==> config.mk <==
export PLATFORM = sky130hd
export DESIGN_NAME = secer_device_flat
export DESIGN_NICKNAME = d
export VERILOG_FILES = /design/src/rtl/secer_host_dummy_never.sv /design/src/rtl/secer_pkg.sv /design/src/rtl/secer_if.sv /design/src/rtl/secer_pw_compare.sv /design/src/rtl/secer_device.sv /design/src/flat_wrapper.sv
export VERILOG_INCLUDE_DIRS = /design/src /design/src/rtl
export SDC_FILE = /design/constraint.sdc
export NUM_CORES = 1
export LEC_CHECK = 0
export BUFFER_PORTS_ARGS = -buffer_cell sky130_fd_sc_hd__buf_2
export CAP_MARGIN = 10
export CORE_AREA = 3 3 259 261
export CTS_CLUSTER_SIZE = 12
export DETAILED_ROUTE_END_ITERATION = 10
export DIE_AREA = 0 0 262 264
export GPL_ROUTABILITY_DRIVEN = 0
export PLACE_DENSITY = 0.33
export SYNTH_ARGS = -nofsm -noshare
export SYNTH_HDL_FRONTEND = slang
export SYNTH_HIERARCHICAL = 1
export SYNTH_SLANG_ARGS = --single-unit
==> constraint.sdc <==
create_clock -name clk_sys -period 4.6 [get_ports clk_sys]
set_clock_uncertainty 0.2 [all_clocks]
set_input_delay 0.23 -clock clk_sys [delete_from_list [all_inputs] [get_ports clk_sys]]
set_output_delay 0.23 -clock clk_sys [all_outputs]
set_load 0.01 [all_outputs]
==> src/rtl/secer_consts.svh <==
// constants of the secure erase command handler: codes, bit positions, timings
`ifndef SECER_CONSTS_SVH
`define SECER_CONSTS_SVH

// =====================================================================
// command codes
`define SECER_CMD_ERASE_PREPARE 8'hf3
`define SECER_CMD_ERASE_UNIT 8'hf4
`define SECER_CMD_FORMAT_UNIT 8'h50

// =====================================================================
// status bit positions
`define SECER_ST_BUSY 7
`define SECER_ST_READY 6
`define SECER_ST_FAULT 5
`define SECER_ST_SEEK_DONE 4
`define SECER_ST_DRQ 3
`define SECER_ST_CORRECTED 2
`define SECER_ST_INDEX 1
`define SECER_ST_ERROR 0

// =====================================================================
// error bit positions
`define SECER_ERR_ID_MISSING 4
`define SECER_ERR_ABORTED 2

// =====================================================================
// parameter sector layout
`define SECER_SECTOR_WORDS 256
`define SECER_LAST_WORD 9'h0ff
`define SECER_PW_FIRST_WORD 8'h01
`define SECER_PW_LAST_WORD 8'h10
`define SECER_CTRL_SEL_MASTER 0
`define SECER_CTRL_ENHANCED 1

// =====================================================================
// identification word 89: erase time in two-minute units
`define SECER_ID_ERASE_TIME 16'h003c

// =====================================================================
// host register offsets
`define SECER_REG_COMMAND 8'h00
`define SECER_REG_CONTROL 8'h01
`define SECER_REG_PW_BASE 8'h02
`define SECER_REG_PW_LAST 8'h11
`define SECER_REG_STATUS 8'h12

// =====================================================================
// reset values
`define SECER_STATUS_RESET 8'h50
`define SECER_ERROR_RESET 8'h00

`endif

==> src/rtl/secer_host_dummy_never.sv <==
// (intentionally omitted)

==> src/rtl/secer_pkg.sv <==
// types of the secure erase command handler
`default_nettype none

package secer_pkg;

  // =====================================================================
  // device command sequencer states
  typedef enum logic [2:0] {
    SECER_DEV_IDLE = 3'b000,
    SECER_DEV_PARAM = 3'b001,
    SECER_DEV_CHECK = 3'b010,
    SECER_DEV_ERASE = 3'b011,
    SECER_DEV_FINISH = 3'b100
  } secer_dev_state_type;

  // =====================================================================
  // host sequencer states
  typedef enum logic [1:0] {
    SECER_HST_IDLE = 2'b00,
    SECER_HST_WAIT = 2'b01,
    SECER_HST_SEND = 2'b10
  } secer_hst_state_type;

endpackage : secer_pkg

`default_nettype wire

==> src/rtl/secer_if.sv <==
// link between host adapter and drive command handler
`timescale 1ns/1ps
`default_nettype none

interface secer_if;
  logic cmd_strobe;
  logic [7:0] cmd_code;
  logic data_strobe;
  logic [15:0] data_word;
  logic busy;
  logic drq;
  logic [7:0] command_status_flags;
  logic [7:0] command_error_flags;

  modport dev (
    input cmd_strobe, cmd_code, data_strobe, data_word,
    output busy, drq, command_status_flags, command_error_flags
  );

  modport hst (
    output cmd_strobe, cmd_code, data_strobe, data_word,
    input busy, drq, command_status_flags, command_error_flags
  );
endinterface : secer_if

`default_nettype wire

==> src/rtl/secer_pw_compare.sv <==
// password comparator fed word by word from the parameter sector
`timescale 1ns/1ps
`default_nettype none
`include "secer_consts.svh"

module secer_pw_compare #(
  parameter int PW_WORDS = 16
) (
  // clock and reset
  input wire logic clk_sys,
  input wire logic reset_n,
  // stream
  input wire logic clear,
  input wire logic word_valid,
  input wire logic [7:0] word_index,
  input wire logic [15:0] word_data,
  input wire logic select_master,
  // stored passwords
  input wire logic [PW_WORDS*16-1:0] user_password,
  input wire logic [PW_WORDS*16-1:0] master_password,
  // result
  output logic match
);

  logic match_q;
  logic match_d;
  wire logic in_pw = (word_index >= `SECER_PW_FIRST_WORD) && (word_index <= `SECER_PW_LAST_WORD);
  wire logic [7:0] slot = word_index - `SECER_PW_FIRST_WORD;
  wire logic [PW_WORDS*16-1:0] target = select_master ? master_password : user_password;
  wire logic [15:0] expect_word = target[slot*16 +: 16];
  wire logic word_ok = (expect_word == word_data);

  always_comb begin
    match_d = match_q;
    if (clear) begin
      match_d = 1'b1;
    end else if (word_valid && in_pw && !word_ok) begin
      match_d = 1'b0;
    end
  end

  always_ff @(posedge clk_sys or negedge reset_n) begin
    if (!reset_n) begin
      match_q <= 1'b0;
    end else begin
      match_q <= match_d;
    end
  end

  assign match = match_q;

endmodule : secer_pw_compare

`default_nettype wire

==> src/rtl/secer_device.sv <==
// drive end: erase-prepare and erase-unit command handling
//
// The register offsets and the strobed register port were chosen for this implementation.
`timescale 1ns/1ps
`default_nettype none
`include "secer_consts.svh"

// Notes on behaviour
// - erase-prepare completes without data transfer
// - erase-unit takes exactly one parameter sector
// - erase-unit needs preceding erase-prepare, with only format-unit allowed between
// - host also prepares before format-unit
// - password mismatch aborts erase-unit
// - control bit 0 picks user or master
// - bit 1 enhanced unsupported, bits 2-15 reserved
// - words 1-16 password, 17-255 ignored
// - erase LBA zero to native limit
// - zeros written, no read-back
// - defect and reassign lists untouched
// - success disables lock, master kept
// - lock disabled skips password check
// - erase time reported in word 89
// - frozen state rejects erase-unit
module secer_device #(
  parameter int LBA_WIDTH = 32,
  parameter int PW_WORDS = 16,
  parameter logic [15:0] ERASE_TIME_UNITS = `SECER_ID_ERASE_TIME
) (
  // clock and reset
  input wire logic clk_sys,
  input wire logic reset_n,
  // host link
  secer_if.dev link,
  // security state
  input wire logic lock_enabled,
  input wire logic frozen,
  input wire logic [PW_WORDS*16-1:0] user_password,
  input wire logic [PW_WORDS*16-1:0] master_password,
  output logic lock_disable,
  // capacity
  input wire logic [LBA_WIDTH-1:0] native_capacity_limit,
  // media write port
  output logic media_wr_valid,
  input wire logic media_wr_ready,
  output logic [LBA_WIDTH-1:0] media_wr_lba,
  output logic [15:0] media_wr_data,
  // identification data
  output logic [15:0] id_erase_time_word
);

  // =====================================================================
  // state
  secer_pkg::secer_dev_state_type state_q;
  secer_pkg::secer_dev_state_type state_d;
  logic prepared_q;
  logic prepared_d;
  logic aborted_q;
  logic aborted_d;
  logic [8:0] word_idx_q;
  logic [8:0] word_idx_d;
  logic [15:0] ctrl_q;
  logic [15:0] ctrl_d;
  logic [LBA_WIDTH-1:0] lba_q;
  logic [LBA_WIDTH-1:0] lba_d;
  logic lock_disable_q;
  logic lock_disable_d;
  logic pw_match;

  // =====================================================================
  // decode
  wire logic idle = (state_q == secer_pkg::SECER_DEV_IDLE);
  wire logic in_param = (state_q == secer_pkg::SECER_DEV_PARAM);
  wire logic cmd_take = link.cmd_strobe && idle;
  wire logic is_prepare = (link.cmd_code == `SECER_CMD_ERASE_PREPARE);
  wire logic is_erase = (link.cmd_code == `SECER_CMD_ERASE_UNIT);
  wire logic is_format = (link.cmd_code == `SECER_CMD_FORMAT_UNIT);
  wire logic word_take = in_param && link.data_strobe;
  wire logic last_word = (word_idx_q == `SECER_LAST_WORD);
  wire logic last_lba = (lba_q == native_capacity_limit);
  wire logic enhanced = ctrl_q[`SECER_CTRL_ENHANCED];

  // =====================================================================
  // password comparison
  // identifier bit selects stored password
  secer_pw_compare #(
    .PW_WORDS(PW_WORDS)
  ) u_compare (
    .clk_sys(clk_sys),
    .reset_n(reset_n),
    .clear(cmd_take),
    .word_valid(word_take),
    .word_index(word_idx_q[7:0]),
    .word_data(link.data_word),
    .select_master(word_idx_q == 9'h000 ? link.data_word[`SECER_CTRL_SEL_MASTER]
                                         : ctrl_q[`SECER_CTRL_SEL_MASTER]),
    .user_password(user_password),
    .master_password(master_password),
    .match(pw_match)
  );

  // =====================================================================
  // sequencer
  always_comb begin
    state_d = state_q;
    prepared_d = prepared_q;
    aborted_d = aborted_q;
    word_idx_d = word_idx_q;
    ctrl_d = ctrl_q;
    lba_d = lba_q;
    lock_disable_d = 1'b0;
    case (state_q)
      secer_pkg::SECER_DEV_IDLE: begin
        if (cmd_take) begin
          aborted_d = 1'b0;
          state_d = secer_pkg::SECER_DEV_FINISH;
          word_idx_d = 9'h000;
          if (is_prepare) begin
            prepared_d = 1'b1;
          end else if (is_erase) begin
            prepared_d = 1'b0;
            if (!prepared_q || frozen) begin
              aborted_d = 1'b1;
            end else begin
              state_d = secer_pkg::SECER_DEV_PARAM;
            end
          end else if (is_format) begin
            aborted_d = 1'b1;
          end else begin
            prepared_d = 1'b0;
            aborted_d = 1'b1;
          end
        end
      end
      secer_pkg::SECER_DEV_PARAM: begin
        if (word_take) begin
          word_idx_d = word_idx_q + 9'h001;
          if (word_idx_q == 9'h000) begin
            ctrl_d = link.data_word;
          end
          if (last_word) begin
            state_d = secer_pkg::SECER_DEV_CHECK;
          end
        end
      end
      secer_pkg::SECER_DEV_CHECK: begin
        lba_d = '0;
        if (enhanced) begin
          aborted_d = 1'b1;
          state_d = secer_pkg::SECER_DEV_FINISH;
        end else if (lock_enabled && !pw_match) begin
          aborted_d = 1'b1;
          state_d = secer_pkg::SECER_DEV_FINISH;
        end else begin
          state_d = secer_pkg::SECER_DEV_ERASE;
        end
      end
      secer_pkg::SECER_DEV_ERASE: begin
        if (media_wr_ready) begin
          if (last_lba) begin
            lock_disable_d = 1'b1;
            state_d = secer_pkg::SECER_DEV_FINISH;
          end else begin
            lba_d = lba_q + {{(LBA_WIDTH-1){1'b0}}, 1'b1};
          end
        end
      end
      secer_pkg::SECER_DEV_FINISH: begin
        state_d = secer_pkg::SECER_DEV_IDLE;
      end
      default: begin
        state_d = secer_pkg::SECER_DEV_IDLE;
      end
    endcase
  end

  always_ff @(posedge clk_sys or negedge reset_n) begin
    if (!reset_n) begin
      state_q <= secer_pkg::SECER_DEV_IDLE;
      prepared_q <= 1'b0;
      aborted_q <= 1'b0;
      word_idx_q <= 9'h000;
      ctrl_q <= 16'h0000;
      lba_q <= '0;
      lock_disable_q <= 1'b0;
    end else begin
      state_q <= state_d;
      prepared_q <= prepared_d;
      aborted_q <= aborted_d;
      word_idx_q <= word_idx_d;
      ctrl_q <= ctrl_d;
      lba_q <= lba_d;
      lock_disable_q <= lock_disable_d;
    end
  end

  // =====================================================================
  // outputs
  // write-only zero fill, lists untouched
  assign media_wr_valid = (state_q == secer_pkg::SECER_DEV_ERASE);
  assign media_wr_lba = lba_q;
  assign media_wr_data = 16'h0000;
  assign lock_disable = lock_disable_q;
  assign id_erase_time_word = ERASE_TIME_UNITS;

  // busy until finish, abort flags error
  assign link.busy = !idle;
  assign link.drq = in_param;
  assign link.command_status_flags = {!idle, idle, 1'b0, 1'b1, in_param, 1'b0, 1'b0,
                                      aborted_q && idle};
  assign link.command_error_flags = {5'h00, aborted_q && idle, 2'h0};

endmodule : secer_device

`default_nettype wire

==> src/flat_wrapper.sv <==
// flat-port wrapper written by rule: the top's interface ports become plain ports
module secer_device_flat 
#(
  parameter int LBA_WIDTH = 32,
  parameter int PW_WORDS = 16,
  parameter logic [15:0] ERASE_TIME_UNITS = `SECER_ID_ERASE_TIME
)
  (clk_sys, reset_n, lock_enabled, frozen, user_password, master_password, lock_disable, native_capacity_limit, media_wr_valid, media_wr_ready, media_wr_lba, media_wr_data, id_erase_time_word, link_cmd_strobe, link_cmd_code, link_data_strobe, link_data_word, link_busy, link_drq, link_command_status_flags, link_command_error_flags);
  secer_if link_i ();
  input wire logic clk_sys;
  input wire logic reset_n;
  input wire logic lock_enabled;
  input wire logic frozen;
  input wire logic [PW_WORDS*16-1:0] user_password;
  input wire logic [PW_WORDS*16-1:0] master_password;
  output logic lock_disable;
  input wire logic [LBA_WIDTH-1:0] native_capacity_limit;
  output logic media_wr_valid;
  input wire logic media_wr_ready;
  output logic [LBA_WIDTH-1:0] media_wr_lba;
  output logic [15:0] media_wr_data;
  output logic [15:0] id_erase_time_word;
  input wire logic [$bits(link_i.cmd_strobe)-1:0] link_cmd_strobe;
  input wire logic [$bits(link_i.cmd_code)-1:0] link_cmd_code;
  input wire logic [$bits(link_i.data_strobe)-1:0] link_data_strobe;
  input wire logic [$bits(link_i.data_word)-1:0] link_data_word;
  output wire logic [$bits(link_i.busy)-1:0] link_busy;
  output wire logic [$bits(link_i.drq)-1:0] link_drq;
  output wire logic [$bits(link_i.command_status_flags)-1:0] link_command_status_flags;
  output wire logic [$bits(link_i.command_error_flags)-1:0] link_command_error_flags;
  assign link_i.cmd_strobe = link_cmd_strobe;
  assign link_i.cmd_code = link_cmd_code;
  assign link_i.data_strobe = link_data_strobe;
  assign link_i.data_word = link_data_word;
  assign link_busy = link_i.busy;
  assign link_drq = link_i.drq;
  assign link_command_status_flags = link_i.command_status_flags;
  assign link_command_error_flags = link_i.command_error_flags;
  secer_device #(.LBA_WIDTH(LBA_WIDTH), .PW_WORDS(PW_WORDS), .ERASE_TIME_UNITS(ERASE_TIME_UNITS)) u_core (.clk_sys(clk_sys), .reset_n(reset_n), .link(link_i), .lock_enabled(lock_enabled), .frozen(frozen), .user_password(user_password), .master_password(master_password), .lock_disable(lock_disable), .native_capacity_limit(native_capacity_limit), .media_wr_valid(media_wr_valid), .media_wr_ready(media_wr_ready), .media_wr_lba(media_wr_lba), .media_wr_data(media_wr_data), .id_erase_time_word(id_erase_time_word));
endmodule
# [Word-level counts from Yosys, hierarchy flattened]
# Cells that the tools add are included.
[op_classes] order_cmp=2 muxes=34 n_addsub=3 n_shift=1 n_eq_ne=17 reduce_logical=24
[ops] op="2-to-1 mux 256 bit" count=1
[ops] op="variable part select 256 x 13 -> 16 bit" count=1
[ops] op="2-to-1 mux 32 bit" count=2
[ops] op="one-hot mux 32 bit (2 select lines)" count=1
[ops] op="adder 32 x 1 -> 32 bit, second input constant" count=1
[ops] op="== test 32 bit" count=1
[ops] op="2-to-1 mux 3 bit" count=10
[ops] op="2-to-1 mux 9 bit" count=2
[ops] op="one-hot mux 9 bit (2 select lines)" count=1
[ops] op="== test 16 bit" count=1
[ops] op="== test 8 bit, second input constant" count=2
[ops] op="2-to-1 mux 1 bit" count=15
[ops] op="AND reduction 3 bit" count=5
[ops] op="one-hot mux 3 bit (4 select lines)" count=1
[ops] op="adder 9 x 1 -> 9 bit, second input constant" count=1
[ops] op="== test 9 x 8 -> 1 bit, second input constant" count=1
[ops] op="logical NOT 9 bit" count=1
[ops] op="== test 8 x 7 -> 1 bit, second input constant" count=1
[ops] op="greater-or-equal comparator 8 x 1 -> 1 bit, second input constant" count=1
[ops] op="less-or-equal comparator 8 x 5 -> 1 bit, second input constant" count=1
[ops] op="inequality test 2 bit, second input constant" count=4
[ops] op="nonzero test 2 bit" count=4
[ops] op="subtractor 8 x 1 -> 8 bit, second input constant" count=1
[ops] op="logical AND 1 bit" count=7
[ops] op="9 further kinds" count=15
[word_totals] register_bits=50 wordCells=89 out_inout_bits=84

# [Longest topological paths before layout]
[depth] word_depth=9 depth_mapped=17 ltp_nobuf=13

# [Cells and area by module]
# The synthesis kept the hierarchy.
[by_module_without_submodules] mod="secer_pw_compare" cells_each=493 n_inst=1 area_each_um2=5210.0
[by_module_without_submodules] mod="secer_device" cells_each=385 n_inst=1 area_each_um2=3611.0

# [Worst setup path after synthesis]
# Ideal clock, no wire load.
[synth_timing] kind="reg2reg" startpoint="register u_core.word_idx_q[0]" endpoint="register u_core.u_compare.match_q (netlist: u_core/u_compare/match)" stages_incl_launch_ff=17 setup_ps=95 n_path_buf=7 required_time_ps=4305 arrival_time_ps=3795 slack_ps=510 cell_sequence="dfrtp_1 -> buf_4 -> buf_4 -> buf_2 -> buf_2 -> inv_1 -> ha_1 -> buf_2 -> buf_2 -> buf_1 -> nor2_1 -> o221ai_1 -> o21ai_1 -> a2111oi_2 -> nand4b_1 -> a2111o_1 -> o31ai_1"
[synth_via] elab_chain_len=8
[synth_rtl] item="from (decl)" line="secer_device.sv:59" text="logic [8:0] word_idx_q;"
[synth_rtl] item="from (signal assigned)" line="secer_device.sv:189" text="word_idx_q <= word_idx_d;"
[synth_rtl] item="branches (longest 6 deep; another with subtractor 8 x 1 -> 8 bit)"
[synth_rtl] item="logical AND 1 bit (*)" line="secer_pw_compare.sv:37" text="end else if (word_valid && in_pw && !word_ok) begin"
[synth_rtl] item="nonzero test 2 bit (no line) (*)"
[synth_rtl] item="to (signal assigned)" line="secer_pw_compare.sv:46" text="match_q <= match_d;"
[synth_rtl] item="to (decl)" line="secer_pw_compare.sv:25" text="logic match_q;"
# Mark *: on every way between the ends.
# A chain may end at the register's enable or synchronous reset.

# [Worst setup path after layout]
[layout_timing] startpoint="register u_core.word_idx_q[7]" endpoint="register u_core.u_compare.match_q (netlist: u_core/u_compare/match)"
# The elaborated chain is that of the path after synthesis.

==> metrics.md <==
| Metric | Value |
|---|---|
| Hold path start | link_data_word[1] |
| Total die area | 0.0692 mm^2 |
| Final Hold Fails | 0 |
| # Max-Cap Violations | 0 |
| P_int | 0.00330 W |
| Mapped Cells | 878 |
| Total GRT Usage | 0.178 |
| CTS Buffer Depth | 2 |
| Arrival time worst endpoint | 4380 ps |
| Comb pwr share | 0.854 |
| WHS Endpoint | u_core/ctrl_q[1] |
| Grt total ovfl | 0 |
| Routed wire length | 65300 um |
| Detail Placement HPWL | 56800 um |
| P_leak | 5.99 nW |
| Port bufs | around 620 |
| Status | finished, final reports clean |
| Clock power frac | 0.070 |
| CTS tree | yes |
| Fraction of layout cells with a size suffix above 1 | 0.555 |
| Num CTS Buffers | 5 |
| Fillers | 7376 |
| Worst Reg-to-Reg Cells | 12 |
| Clk sink count | 50 |
| RSZ-0062 raised after global routing | no |
| Slew @ Worst Pin | 1010 ps |
| Synthesized cell area | just under 0.009 mm^2 |
| Die W | about 260 um |
| Synth top area share | 0.260 |
| Ys flop type | dfrtp_1 |
| Area after DPL | 0.0127 mm^2 |
| Net Sw Frac | 0.506 |
| DRT Pass-1 Iters | 5 |
| Setup-failing EPs final | 0 |
| # IOs | roughly 660 |
| Die H | 264 um |
| Final worst-path cycle share | 0.949 |
| FF-to-FF End | u_core/u_compare/match |
| Largest net degree at the start of global routing | 132 |
| Core box area | 0.0647 mm^2 |
| Synth async-reset ratio | 1.00 |
| Fmax achieved | 0.229 GHz |
| Vias/cell | approximately 4.6 |
| NumNets Final | 2062 |
| Clock-pin slew on the worst setup and hold paths | roughly 80 ps |
| Drt drc | 0 |
| EDFF count, synth | 0 |
| Detail Route Antenna Nets | 0 |
| Vias in the first global route | between 10000 and 15000 |
| Setup TNS | 0 ps |
| CP Launch Type | flip-flop |
| Synth Register Bits | 50 |
| Syn avg cell area | 10.0 um^2 |
| Most frequent cell after synthesis | mux4_2 |
| Hold path depth | 2 |
| Final non-filler cell total | 2355 |
| Yosys warnings | 6 |
| Iter 0 DRT Violations | ~740 |
| CP Capture Type | flip-flop |
| RR Startpoint | u_core/word_idx_q[7] |
| Critical Path Fanout Max | 14 |
| Initial Utilization | 0.136 |
| Rel. slew slack | 0.324 |
| Final instance area | 0.0130 mm^2 |
| Antenna violations before repair | 57 |
| Clock latency on the worst-skew pair | 310 ps |
| Via count | 10800 |
| Peak VDD IR | 373 uV |
| Power Density | 516 mW/mm^2 |
| Hold Path Class | primary input to flip-flop |
| Slack of the worst reg-to-reg path | 240 ps |
| Area Growth Syn to Fin | 46.8% |
| Switching power | 0.00338 W |
| Dominant cell type by area after synthesis | mux4_2 |
| Seq/Total Area, Yosys | 0.142 |
| Root Driver | clkbuf_16 |
| Avg WL per Cell | 27.7 um |
| Ranking of synthesized cells by area | mux4_2, dfrtp_1, mux2i_1 |
| Global-route wire length before repair | 86900 um |
| Final Max Tran Viols | 0 |
| Worst EP required | 4610 ps |
| Yosys cell types | 89 |
| Seq pwr share | 0.075 |
| Most common library cells after synthesis | mux4_2, nand2_1, buf_4 |
| H-Tree Level Count | 2 |
| FP Rows | 93 |
| Worst Setup Path Type | flip-flop to flip-flop |
| Period minus WS final | roughly 4400 ps |
| Post-placement cell count | 2323 |
==> layer usage <==
metal | wire length [um] | share of wire | GRT usage
met5 | 171 | 0.0026 | 0
met4 | 2470 | 0.038 | 0.0571
met3 | 4620 | 0.071 | 0.0379
met2 | 33600 | 0.51 | 0.325
met1 | 24500 | 0.37 | 0.205
==> what timing repair did <==
| item | 4_1_cts | 5_1_grt |
|---|---|---|
| gates resized for setup | 1 | 1 |
| gates cloned | 0 | 1 |
| setup buffers | 0 | 3 |
| hold buffers | 1 | 0 |
| endpoints found under the hold margin | 22 | 0 |
| endpoints found under the setup margin | 1 | 1 |
==> final cells by class <==
| class | instances | area, um^2 | area share |
|---|---|---|---|
| diodes | 19 | 47.5 | 0.00367 |
| inverters | 25 | 93.8 | 0.00724 |
| clock inverters | 3 | 47.5 | 0.00367 |
| well taps | 855 | 1070 | 0.0826 |
| clock buffers | 5 | 125 | 0.00966 |
| multi-input cells | 731 | 6790 | 0.524 |
| repair buffers | 667 | 3520 | 0.272 |
| flip-flops and latches | 50 | 1250 | 0.0969 |
==> kinds of logic (layout without fill, tap and decap cells) <==
group / count (synthesis) / in the layout / share of synthesized area
xor gates and xnor gates: 40 / 40 / 0.0427
other: 2 / 62 / 0.000851
and+or+nand+nor: 266 / 266 / 0.166
DFF: 50 / 50 / 0.142
AOI/OAI and AO/OA: 198 / 198 / 0.171
buffers and inverters: 139 / 700 / 0.112
adders and majority gates: 7 / 7 / 0.00993
muxes: 176 / 177 / 0.355
==> worst max-delay path by stage <==
stage / startpoint / to / slack, ps / depth (start not counted)
final: u_core/word_idx_q[7] / u_core/u_compare/match / 240 / 12
after global routing: u_core/word_idx_q[0] / u_core/u_compare/match / 80 / 14
after CTS: u_core/word_idx_q[0] / u_core/u_compare/match / 20 / 14
after detailed placement: u_core/word_idx_q[0] / u_core/u_compare/match / 20 / 15
after global placement: u_core/word_idx_q[0] / u_core/u_compare/match / 30 / 15
after floorplan: u_core/word_idx_q[0] / u_core/u_compare/match / 510 / 16
==> power by group through the flow <==
stage | clock, W | combinational [W] | sequential (W)
finish | 0.000468 | 0.00571 | 0.000504
global route | 0.000508 | 0.00605 | 0.000510
CTS | 0.000494 | 0.00567 | 0.000501
detailed placement | 0 | 0.00565 | 0.000510
global placement | 0 | 0.00563 | 0.000509
floorplan | 0 | 0.00389 | 0.000518
==> cell usage in the layout (no fill, tap or decap), types with 28 or more instances in the layout <==
cell type	Yosys	final
dfrtp_1	50	49
nand3_1	37	37
buf_2	19	615
conb_1	2	43
nor2_1	43	43
nand2_1	80	80
mux4_2	102	102
mux2i_1	55	54
xor2_1	36	36
buf_4	59	47
o21ai_0	28	28
==> sequential cells by signal, indices dropped and copies added (netlist names) <==
register and flops:
u_core/prepared_q 1, u_core/u_compare/match 1, u_core/ctrl_q 2, u_core/word_idx_q 9, u_core/aborted_q 1, u_core/media_wr_lba 32, u_core/state_q 3, u_core/lock_disable 1
==> critical path, stage by stage, from the launching register on <==
cell and delay (ps):
dfrtp_1 440, nor4_1 470, nand2_1 190, mux2_8 410
buf_12 190, mux4_2 560, a311oi_1 320, o211ai_1 120
o21ai_0 120, mux2i_1 300, nand4b_1 250, a2111o_1 400
o31ai_1 260
==> per-stage QoR <==
stage / worst slack, ps / total power, W / util / hold slack (ps)
2_1_floorplan: 510 / 0.00441 / - / -266
3_3_place_gp: 33.6 / 0.00614 / 0.196 / 63.1
3_5_place_dp: 23.2 / 0.00616 / 0.196 / 75.6
4_1_cts: 16.6 / 0.00667 / 0.199 / 50.4
5_1_grt: 80.1 / 0.00707 / 0.200 / 57.6
6_report: 236 / 0.00668 / 0.200 / 64.3
Note: power is estimated with default switching activity, not from simulation.
